--- src/design/smpsr_pkg.sv ---
// constants and types of the speaker, mic bias and amp select bank
package smpsr_pkg;
   // ****************
   // register offsets
   // ****************
   localparam logic [7:0] OFS_LROUTE = 8'h2e;
   localparam logic [7:0] OFS_RROUTE = 8'h2f;
   localparam logic [7:0] OFS_SPKGAIN = 8'h30;
   localparam logic [7:0] OFS_RSVD_A = 8'h31;
   localparam logic [7:0] OFS_RSVD_B = 8'h32;
   localparam logic [7:0] OFS_BIAS = 8'h33;
   localparam logic [7:0] OFS_LPOS1 = 8'h34;
   localparam logic [7:0] OFS_LPOS2 = 8'h35;
   localparam logic [7:0] OFS_LNEG = 8'h36;
   localparam logic [7:0] OFS_RPOS1 = 8'h37;
   localparam logic [7:0] OFS_RPOS2 = 8'h38;
   // ****************
   // reset values
   // ****************
   localparam logic [6:0] ROUTE_RST = 7'h7f;
   localparam logic [2:0] GAIN_RST = 3'h0;
   localparam logic [7:0] BYTE_RST = 8'h00;
   localparam logic [1:0] PAIR_RST = 2'h0;
   // ****************
   // field positions and code limits
   // ****************
   localparam int MASTER_BIT = 7;
   localparam int LGAIN_LSB = 4;
   localparam int RGAIN_LSB = 0;
   localparam int IN4A_BIT = 5;
   localparam int IN4B_BIT = 4;
   localparam logic [6:0] ROUTE_RSVD_LO = 7'h76;
   localparam logic [6:0] ROUTE_RSVD_HI = 7'h7e;
   localparam logic [6:0] ROUTE_DEEPEST = 7'h75;
   localparam logic [6:0] ROUTE_TBL_LO = 7'h1c;
   localparam logic [9:0] ATTEN_DEEPEST = 10'd783;
   localparam logic [9:0] ATTEN_LIN_STEP = 10'd5;
   localparam logic [2:0] GAIN_MAX = 3'h5;
   // ****************
   // bias control byte, same layout as the register
   // ****************
   typedef struct packed {
      logic ext_force;
      logic ext_pwr;
      logic [1:0] ext_lvl;
      logic ext_any_jack;
      logic int_pwr;
      logic [1:0] int_lvl;
   } smpsr_bias_t;
   // effective routing attenuation toward the analog path
   typedef struct packed {
      logic routed;
      logic [6:0] code;
      logic [9:0] atten;
   } smpsr_route_t;
endpackage

--- src/design/smpsr_atten_lut.sv ---
// routing attenuation code to tenths of a dB lookup
`timescale 1ns/1ps
`default_nettype none
module smpsr_atten_lut
   import smpsr_pkg::*;
(
   // code in
   input wire logic [6:0] code,
   // decoded step
   output smpsr_route_t route
);
   // irregular steps from the first non-linear code upward
   localparam logic [9:0] ATT_TBL [0:89] = '{
      141, 146, 151, 156, 160, 165, 171, 175, 181, 186, 191, 196, 201, 206, 211,
      216, 221, 226, 231, 236, 241, 246, 251, 256, 261, 266, 271, 276, 281, 286,
      291, 296, 301, 306, 311, 316, 321, 327, 331, 336, 341, 346, 352, 357, 361,
      367, 371, 377, 382, 387, 392, 397, 402, 407, 412, 418, 421, 427, 432, 438,
      443, 448, 452, 458, 462, 467, 474, 479, 482, 487, 493, 500, 503, 510, 514,
      518, 523, 527, 537, 542, 554, 567, 583, 602, 627, 643, 662, 687, 723, 783};
   logic [6:0] tbl_idx;
   logic [9:0] lin_att;
   logic in_lin;
   logic in_tbl;
   // linear half-dB region, table region, reserved and off codes
   assign tbl_idx = code - ROUTE_TBL_LO;
   assign lin_att = 10'(code) * ATTEN_LIN_STEP;
   assign in_lin = code < ROUTE_TBL_LO;
   assign in_tbl = !in_lin && code <= ROUTE_DEEPEST;
   assign route.code = code;
   assign route.routed = in_lin || in_tbl;
   assign route.atten = in_lin ? lin_att : in_tbl ? ATT_TBL[tbl_idx] : 10'h000;
endmodule
`default_nettype wire

--- src/design/smpsr_bias_ctl.sv ---
// mic bias supply power decision
`timescale 1ns/1ps
`default_nettype none
module smpsr_bias_ctl
   import smpsr_pkg::*;
(
   // control byte and jack state
   input wire smpsr_bias_t ctl,
   input wire logic jack_in,
   input wire logic mic_found,
   // supply requests
   output logic ext_on,
   output logic int_on
);
   logic jack_ok;
   // on insertion, bias needs a mic unless any-jack mode is set
   assign jack_ok = jack_in && (mic_found || ctl.ext_any_jack);
   // forced mode follows the power bit alone
   assign ext_on = ctl.ext_pwr && (ctl.ext_force || jack_ok);
   assign int_on = ctl.int_pwr;
endmodule
`default_nettype wire

--- src/design/smpsr_regs.sv ---
// register bank for speaker routing, speaker gain, mic bias and amp input select
//
// Operation
// - right routing resets off; reserved codes refused
// - routing code maps to fixed attenuation step
// - left speaker gain resets muted, 6 dB steps
// - right speaker gain resets muted, 6 dB steps
// - two reserved locations read zero, read-only
// - forced mode ignores jack; else jack gates
// - power bit requests external bias on
// - two bits choose external bias level
// - any-jack mode skips mic detection
// - bit powers internal bias
// - two bits choose internal bias level
// - left positive select, four two-bit fields
// - fourth inputs to left terminals, 20K
// - left negative select, four two-bit fields
// - right positive select, four two-bit fields
// - fourth inputs to right terminals, 20K
// - master bit copies left routing to right
//
// The plain strobed port was decided locally.
`timescale 1ns/1ps
`default_nettype none
module smpsr_regs
   import smpsr_pkg::*;
(
   // clock and reset
   input wire logic CLOCK,
   input wire logic RESET_N,
   // register port
   input wire logic [7:0] ADDR,
   input wire logic [7:0] WDATA,
   input wire logic WR_STB,
   input wire logic RD_STB,
   output logic [7:0] RDATA,
   // jack sense
   input wire logic JACK_INSERTED,
   input wire logic MIC_DETECTED,
   // speaker routing and gain
   output smpsr_route_t LEFT_LINE_OUTPUT_ROUTE,
   output smpsr_route_t RIGHT_LINE_OUTPUT_ROUTE,
   output logic [2:0] LEFT_SPEAKER_DRIVER_GAIN,
   output logic [2:0] RIGHT_SPEAKER_DRIVER_GAIN,
   // bias supplies
   output logic EXTERNAL_BIAS_SUPPLY_ON,
   output logic [1:0] EXTERNAL_BIAS_SUPPLY_LEVEL,
   output logic INTERNAL_BIAS_SUPPLY_ON,
   output logic [1:0] INTERNAL_BIAS_SUPPLY_LEVEL,
   // amp input select
   output logic [7:0] LEFT_POS_SELECT,
   output logic LEFT_POS_INPUT_FOUR_LEFT,
   output logic LEFT_NEG_INPUT_FOUR_RIGHT,
   output logic [7:0] LEFT_NEG_SELECT,
   output logic [7:0] RIGHT_POS_SELECT,
   output logic RIGHT_POS_INPUT_FOUR_RIGHT,
   output logic RIGHT_NEG_INPUT_FOUR_LEFT
);
   // ************************
   // helpers
   // ************************
   // routing code outside the reserved band
   function automatic logic route_ok(input logic [6:0] c);
      return !(c >= ROUTE_RSVD_LO && c <= ROUTE_RSVD_HI);
   endfunction
   // speaker gain code not reserved
   function automatic logic gain_ok(input logic [2:0] c);
      return c <= GAIN_MAX;
   endfunction

   // ************************
   // storage
   // ************************
   logic [6:0] lroute_r;
   logic [6:0] rroute_r;
   logic master_r;
   logic [2:0] lgain_r;
   logic [2:0] rgain_r;
   smpsr_bias_t bias_r;
   logic [7:0] lpos1_r;
   logic [1:0] lpos2_r;
   logic [7:0] lneg_r;
   logic [7:0] rpos1_r;
   logic [1:0] rpos2_r;
   logic [7:0] rdata_r;
   logic [7:0] rdata_nxt;

   // ************************
   // write decode
   // ************************
   logic wr_lroute;
   logic wr_rroute;
   logic wr_gain;
   logic wr_bias;
   logic wr_lpos1;
   logic wr_lpos2;
   logic wr_lneg;
   logic wr_rpos1;
   logic wr_rpos2;
   logic wr_route_ok;
   logic wr_lgain_ok;
   logic wr_rgain_ok;
   assign wr_lroute = WR_STB && ADDR == OFS_LROUTE;
   assign wr_rroute = WR_STB && ADDR == OFS_RROUTE;
   assign wr_gain = WR_STB && ADDR == OFS_SPKGAIN;
   assign wr_bias = WR_STB && ADDR == OFS_BIAS;
   assign wr_lpos1 = WR_STB && ADDR == OFS_LPOS1;
   assign wr_lpos2 = WR_STB && ADDR == OFS_LPOS2;
   assign wr_lneg = WR_STB && ADDR == OFS_LNEG;
   assign wr_rpos1 = WR_STB && ADDR == OFS_RPOS1;
   assign wr_rpos2 = WR_STB && ADDR == OFS_RPOS2;
   // reserved codes never reach the fields
   assign wr_route_ok = route_ok(WDATA[6:0]);
   assign wr_lgain_ok = gain_ok(WDATA[LGAIN_LSB+:3]);
   assign wr_rgain_ok = gain_ok(WDATA[RGAIN_LSB+:3]);

   // routing registers, off after reset
   always_ff @(posedge CLOCK) begin
      if (!RESET_N) begin
         lroute_r <= ROUTE_RST;
         rroute_r <= ROUTE_RST;
         master_r <= 1'b0;
      end else begin
         if (wr_lroute && wr_route_ok)
            lroute_r <= WDATA[6:0];
         if (wr_rroute && wr_route_ok)
            rroute_r <= WDATA[6:0];
         if (wr_rroute)
            master_r <= WDATA[MASTER_BIT];
      end
   end

   // speaker gain, muted after reset
   always_ff @(posedge CLOCK) begin
      if (!RESET_N) begin
         lgain_r <= GAIN_RST;
         rgain_r <= GAIN_RST;
      end else begin
         if (wr_gain && wr_lgain_ok)
            lgain_r <= WDATA[LGAIN_LSB+:3];
         if (wr_gain && wr_rgain_ok)
            rgain_r <= WDATA[RGAIN_LSB+:3];
      end
   end

   // bias control and amp select bytes
   always_ff @(posedge CLOCK) begin
      if (!RESET_N) begin
         bias_r <= BYTE_RST;
         lpos1_r <= BYTE_RST;
         lpos2_r <= PAIR_RST;
         lneg_r <= BYTE_RST;
         rpos1_r <= BYTE_RST;
         rpos2_r <= PAIR_RST;
      end else begin
         if (wr_bias)
            bias_r <= WDATA;
         if (wr_lpos1)
            lpos1_r <= WDATA;
         if (wr_lpos2)
            lpos2_r <= {WDATA[IN4A_BIT], WDATA[IN4B_BIT]};
         if (wr_lneg)
            lneg_r <= WDATA;
         if (wr_rpos1)
            rpos1_r <= WDATA;
         if (wr_rpos2)
            rpos2_r <= {WDATA[IN4A_BIT], WDATA[IN4B_BIT]};
      end
   end

   // ************************
   // read path
   // ************************
   logic [7:0] rb_rroute;
   logic [7:0] rb_gain;
   logic [7:0] rb_pos2l;
   logic [7:0] rb_pos2r;
   // reserved bits read as their zero reset value
   assign rb_rroute = {master_r, rroute_r};
   assign rb_gain = {1'b0, lgain_r, 1'b0, rgain_r};
   assign rb_pos2l = {2'b00, lpos2_r, 4'h0};
   assign rb_pos2r = {2'b00, rpos2_r, 4'h0};
   always_comb begin
      rdata_nxt = 8'h00;
      if (RD_STB) begin
         unique case (ADDR)
            OFS_LROUTE: rdata_nxt = {1'b0, lroute_r};
            OFS_RROUTE: rdata_nxt = rb_rroute;
            OFS_SPKGAIN: rdata_nxt = rb_gain;
            OFS_BIAS: rdata_nxt = bias_r;
            OFS_LPOS1: rdata_nxt = lpos1_r;
            OFS_LPOS2: rdata_nxt = rb_pos2l;
            OFS_LNEG: rdata_nxt = lneg_r;
            OFS_RPOS1: rdata_nxt = rpos1_r;
            OFS_RPOS2: rdata_nxt = rb_pos2r;
            default: rdata_nxt = 8'h00;
         endcase
      end
   end
   // read data valid only in the cycle after the strobe
   always_ff @(posedge CLOCK) begin
      if (!RESET_N)
         rdata_r <= 8'h00;
      else
         rdata_r <= rdata_nxt;
   end
   assign RDATA = rdata_r;

   // ************************
   // analog control
   // ************************
   logic [6:0] rcode_eff;
   smpsr_route_t lroute_dec;
   smpsr_route_t rroute_dec;
   logic ext_on;
   logic int_on;
   // master mode feeds the left code to both sides
   assign rcode_eff = master_r ? lroute_r : rroute_r;
   smpsr_atten_lut u_lut_left (
      .code (lroute_r),
      .route (lroute_dec)
   );
   smpsr_atten_lut u_lut_right (
      .code (rcode_eff),
      .route (rroute_dec)
   );
   smpsr_bias_ctl u_bias (
      .ctl (bias_r),
      .jack_in (JACK_INSERTED),
      .mic_found (MIC_DETECTED),
      .ext_on (ext_on),
      .int_on (int_on)
   );
   // all analog controls leave from flip-flops
   always_ff @(posedge CLOCK) begin
      if (!RESET_N) begin
         LEFT_LINE_OUTPUT_ROUTE <= '0;
         RIGHT_LINE_OUTPUT_ROUTE <= '0;
         EXTERNAL_BIAS_SUPPLY_ON <= 1'b0;
         INTERNAL_BIAS_SUPPLY_ON <= 1'b0;
      end else begin
         LEFT_LINE_OUTPUT_ROUTE <= lroute_dec;
         RIGHT_LINE_OUTPUT_ROUTE <= rroute_dec;
         EXTERNAL_BIAS_SUPPLY_ON <= ext_on;
         INTERNAL_BIAS_SUPPLY_ON <= int_on;
      end
   end
   // static codes, one cycle behind the store
   always_ff @(posedge CLOCK) begin
      if (!RESET_N) begin
         LEFT_SPEAKER_DRIVER_GAIN <= GAIN_RST;
         RIGHT_SPEAKER_DRIVER_GAIN <= GAIN_RST;
         EXTERNAL_BIAS_SUPPLY_LEVEL <= PAIR_RST;
         INTERNAL_BIAS_SUPPLY_LEVEL <= PAIR_RST;
      end else begin
         LEFT_SPEAKER_DRIVER_GAIN <= lgain_r;
         RIGHT_SPEAKER_DRIVER_GAIN <= rgain_r;
         EXTERNAL_BIAS_SUPPLY_LEVEL <= bias_r.ext_lvl;
         INTERNAL_BIAS_SUPPLY_LEVEL <= bias_r.int_lvl;
      end
   end
   // input select outputs
   always_ff @(posedge CLOCK) begin
      if (!RESET_N) begin
         LEFT_POS_SELECT <= BYTE_RST;
         LEFT_POS_INPUT_FOUR_LEFT <= 1'b0;
         LEFT_NEG_INPUT_FOUR_RIGHT <= 1'b0;
         LEFT_NEG_SELECT <= BYTE_RST;
         RIGHT_POS_SELECT <= BYTE_RST;
         RIGHT_POS_INPUT_FOUR_RIGHT <= 1'b0;
         RIGHT_NEG_INPUT_FOUR_LEFT <= 1'b0;
      end else begin
         LEFT_POS_SELECT <= lpos1_r;
         LEFT_POS_INPUT_FOUR_LEFT <= lpos2_r[1];
         LEFT_NEG_INPUT_FOUR_RIGHT <= lpos2_r[0];
         LEFT_NEG_SELECT <= lneg_r;
         RIGHT_POS_SELECT <= rpos1_r;
         RIGHT_POS_INPUT_FOUR_RIGHT <= rpos2_r[1];
         RIGHT_NEG_INPUT_FOUR_LEFT <= rpos2_r[0];
      end
   end
endmodule
`default_nettype wire

--- config.mk ---
export PLATFORM = sky130hd
export DESIGN_NAME = smpsr_regs
export DESIGN_NICKNAME = d
export VERILOG_FILES = /design/src/design/smpsr_pkg.sv /design/src/design/smpsr_atten_lut.sv /design/src/design/smpsr_bias_ctl.sv /design/src/design/smpsr_regs.sv
export SDC_FILE = /design/constraint.sdc
export NUM_CORES = 1
export LEC_CHECK = 0
export ABC_AREA = 1
export BUFFER_PORTS_ARGS = -buffer_cell sky130_fd_sc_hd__buf_2
export CORE_UTILIZATION = 45
export DETAILED_ROUTE_END_ITERATION = 10
export HOLD_SLACK_MARGIN = 0.02
export SETUP_SLACK_MARGIN = 0.15
export SLEW_MARGIN = 10
export SYNTH_ARGS = -nofsm -noshare
export SYNTH_HDL_FRONTEND = slang
export SYNTH_SLANG_ARGS = --single-unit
--- constraint.sdc ---
create_clock -name CLOCK -period 3.52 [get_ports CLOCK]
set_input_delay 1.056 -clock CLOCK [delete_from_list [all_inputs] [get_ports CLOCK]]
set_output_delay 1.056 -clock CLOCK [all_outputs]
set_load 0.02 [all_outputs]
==> qor.csv <==
stage,metric,value,unit
placed_design,dp_hpwl,17800,microns
power_and_ir_drop,power.switching,939,uW
grt,grt_max_degree,81,
logic_synthesis,synth_edf_count,0,
detailed_routing,drc_errors,0,
detailed_routing,dr.pass1.iters,5,
sta,fmax,0.379,GHz
clock_network,cts.repair.resized,0,
grt,grtUsageTotal,27.0,%
power_and_ir_drop,switching_share,26.6,%
detailed_routing,via_per_inst,5.36,
die,start_util,46.4,%
finish,final_net_count,1345,
sta,skew,0.00824,ns
logic_synthesis,synth.most_common_cell,nand2_1,
die,num_rows,48,
power_and_ir_drop,power.density,380,nW/um^2
grt,grt_pass1_wl,38700,microns
logic_synthesis,ys_top_cells_by_count,"nand2_1, dfxtp_1, inv_1",
die,core_area,17400,sq um
die,die_area,18500,sq um
clock_network,cts_hold_buf,0,
sta,worst_slew_pin_slew,0.612,ns
worst_hold_path,hold_end,RIGHT_NEG_INPUT_FOUR_LEFT,
logic_synthesis,avgSynthCellArea,6.83,sq um
worst_setup_path,worst_ep_required_time,3.85,ns
logic_synthesis,synthCells,1184,
power_and_ir_drop,vdd_drop_max,0.000329,V
detailed_routing,drt-initial-drc-count,666,
worst_setup_path,path_class,reg -> reg,
clock_network,clock_path_buffers,2,
worst_setup_path,cp_slowest_stage_delay,0.42,ns
clock_network,clk_latency,0.43,ns
sta,slew_headroom,59.1,%
worst_setup_path,crit_top_cell,nand2_1,
sta,setup_ws,0.880,ns
logic_synthesis,synth_top_area_share,34.9,%
clock_network,clockRootBuffer,clkbuf_16,
power_and_ir_drop,power_frac_clock,49.9,%
finish,post-route-util,53.4,%
worst_setup_path,cp_max_fo,33,
logic_synthesis,synthFlopType,dfxtp_1,
logic_synthesis,synth_area,8090,sq um
logic_synthesis,synth_top_area_cell,dfxtp_1,
worst_hold_path,hold_depth,2,
worst_setup_path,r2r_slack,0.88,ns
worst_setup_path,worstReg2RegStart,master_r,
finish,drive_gt1_share,15.6,%
power_and_ir_drop,leakage,0.00475,uW
clock_network,cts_inserted_buffers,17,
outcome,outcome,completed,
logic_synthesis,synth_warnings,0,
worst_setup_path,worstRegToRegCells,15,
sta,finalCritPeriodShare,75.0,%
logic_synthesis,yosys-top-cells-area,"dfxtp_1, nand2_1, ha_1",
sta,finalSetupViolations,0,
worst_setup_path,crit_path_start_kind,flip-flop,
detailed_routing,num_vias,8095,
logic_synthesis,ys_ff_latch,141,
clock_network,cts_num_sinks,141,
sta,setup_tns,0,ns
worst_setup_path,crit_arrival,2.96,ns
die,die_w,136,microns
power_and_ir_drop,p_comb_share,4.5,%
logic_synthesis,ys_seq_area_share,34.9,%
placed_design,gp_congestion,0.966,
detailed_routing,postRouteAntennaNets,0,
worst_setup_path,cpMaxStageDelayCell,dfxtp_1,
detailed_routing,detail_route.wl_per_cell,16.1,microns
flow_run,drv_cap,0,
placed_design,io_buffers,105,
die,die_h,136,microns
grt,antenna_found_initial,0,
logic_synthesis,synthesis.nets,1257,
sta,finalCriticalPeriod,2.64,ns
logic_synthesis,synth_cell_types,45,
clock_network,htreeDepth,4,
logic_synthesis,async_flop_share,0,%
power_and_ir_drop,seqPwrFrac,45.5,%
placed_design,place_ws,0.735,ns
power_and_ir_drop,p_int,2600,uW
die,ioPinCount,106,
worst_hold_path,hold_path_class,reg -> reg,
finish,area_growth,15.1,%
detailed_routing,drt-total-wl,24200,microns
clock_network,clkSlewWorstSetupHoldPaths,0.07,ns
worst_setup_path,reg2reg_to,RIGHT_LINE_OUTPUT_ROUTE[0],
worst_setup_path,cp-end-kind,flip-flop,
clock_network,post_cts_buffers,0,
sta,slew_violations,0,
worst_setup_path,path_cells,buf_4 > nand2_1 > nand2_2 > inv_1 > ha_1 > buf_4 > nand2_2 > inv_1 > nand2_1 > nand3_1 > o22ai_1 > nand2_1 > nand2_1 > nand2_1 > nand2_1,
sta,finalHoldViolations,0,
clock_network,cts_tree,done,
grt,grt_overflow,0,
grt,grt_pass1_vias,7404,
worst_hold_path,min_from,rpos2_r[0],
finish,diodes,0,
sta,rsz0062_at_grt,no,
==> per-layer routing <==
metal	vias up	part of all wire (%)	routed length [microns]	track usage [%]
met5	-	0	0	0
met2	337	45	10800	42.4
met4	0	3.0	734	12.2
met1	3672	46	11100	36.3
met3	47	6.5	1580	4.33
li1	4039	-	-	-
==> cell type report <==
class	instances	area, sq um
Clock inverter	14	145
Multi-Input combinational cell	842	4400
Sequential cell	141	2820
Clock buffer	18	429
Tap cell	225	282
Inverter	148	563
Timing Repair Buffer	122	666
Fill cell	1791	8110
==> sequential cells by signal (all words and copies together), names as in the netlist, 2 cells and up <==
name                        cells
EXTERNAL_BIAS_SUPPLY_LEVEL      2
RDATA                           8
lpos1_r                         8
rgain_r                         3
rpos2_r                         2
rpos1_r                         8
rroute_r                        7
LEFT_LINE_OUTPUT_ROUTE         18
LEFT_NEG_SELECT                 8
lpos2_r                         2
LEFT_SPEAKER_DRIVER_GAIN        3
RIGHT_POS_SELECT                8
lneg_r                          8
RIGHT_SPEAKER_DRIVER_GAIN       3
LEFT_POS_SELECT                 8
bias_r                          8
RIGHT_LINE_OUTPUT_ROUTE        18
INTERNAL_BIAS_SUPPLY_LEVEL      2
lgain_r                         3
lroute_r                        7
==> metrics by stage <==
step	instance area [sq um]	hold WS (ns)	cells	total power [uW]
3_3_place_gp	8730	0.419	1478	1800
3_5_place_dp	8730	0.421	1478	1800
6_report	9310	0.428	1510	3530
5_1_grt	9310	0.452	1510	3650
2_1_floorplan	8090	0.407	1184	1740
4_1_cts	9310	0.431	1510	3560
==> how the worst max path moves through the flow <==
stage / from / to / cells past startpoint / slack [ns]
final: master_r / RIGHT_LINE_OUTPUT_ROUTE[0] / 15 / 0.88
after detailed placement: ADDR[7] / bias_r[6] / 9 / 0.74
after floorplan: lroute_r[2] / RIGHT_LINE_OUTPUT_ROUTE[6] / 14 / 1.20
after global routing: master_r / RIGHT_LINE_OUTPUT_ROUTE[2] / 14 / 0.61
after global placement: ADDR[7] / bias_r[6] / 9 / 0.79
after CTS: master_r / RIGHT_LINE_OUTPUT_ROUTE[5] / 13 / 0.91
==> critical path, delay by kind of cell (launching register included) <==
kind / cells / cell delay, ns
AND/OR/NAND/NOR: 9 / 0.94
buffers and inverters: 4 / 0.78
flip-flops: 1 / 0.42
adder cells (fa/ha/maj): 1 / 0.31
AO/OA/AOI/OAI: 1 / 0.07
==> cells by family (layout without fill, tap and decap cells) <==
family | after synthesis | count (layout) | share of synthesized area [%]
and+or+nand+nor | 565 | 565 | 30.0
AOI/OAI and AO/OA | 222 | 222 | 15.9
buffers and inverters | 201 | 302 | 10.7
DFF | 141 | 141 | 34.9
adders and majority gates | 51 | 51 | 8.08
xor gates and xnor gates | 4 | 4 | 0.526
==> power by group through the flow <==
| stage | registers, uW | logic [uW] | clock network (uW) |
|---|---|---|---|
| floorplan | 1660 | 81.4 | 0 |
| global placement | 1650 | 158 | 0 |
| detailed placement | 1650 | 158 | 0 |
| CTS | 1610 | 159 | 1800 |
| global route | 1610 | 175 | 1860 |
| finish | 1610 | 160 | 1760 |
==> placed cells by master (no fill, tap or decap), types with 3 or more instances in the layout <==
cell / Yosys / routed
nand2_1: 327 / 327
dfxtp_1: 141 / 141
inv_1: 141 / 141
buf_2: 19 / 105
nand3_1: 100 / 100
a21oi_1: 100 / 100
nor2_1: 82 / 82
o21ai_0: 51 / 51
ha_1: 49 / 49
o211ai_1: 30 / 30
nand2_2: 17 / 17
clkbuf_16: 0 / 17
buf_4: 0 / 16
o22ai_1: 14 / 14
nand4_1: 11 / 11
nor3_1: 9 / 9
a211oi_1: 8 / 8
inv_8: 0 / 7
nand3_2: 5 / 5
inv_6: 1 / 4
o21ai_2: 4 / 4
inv_2: 4 / 4
o21ai_1: 4 / 4
nand2_4: 3 / 3
xor2_1: 3 / 3
or2_2: 3 / 3
nor2_2: 3 / 3
Note: power is estimated with default switching activity, not from simulation.
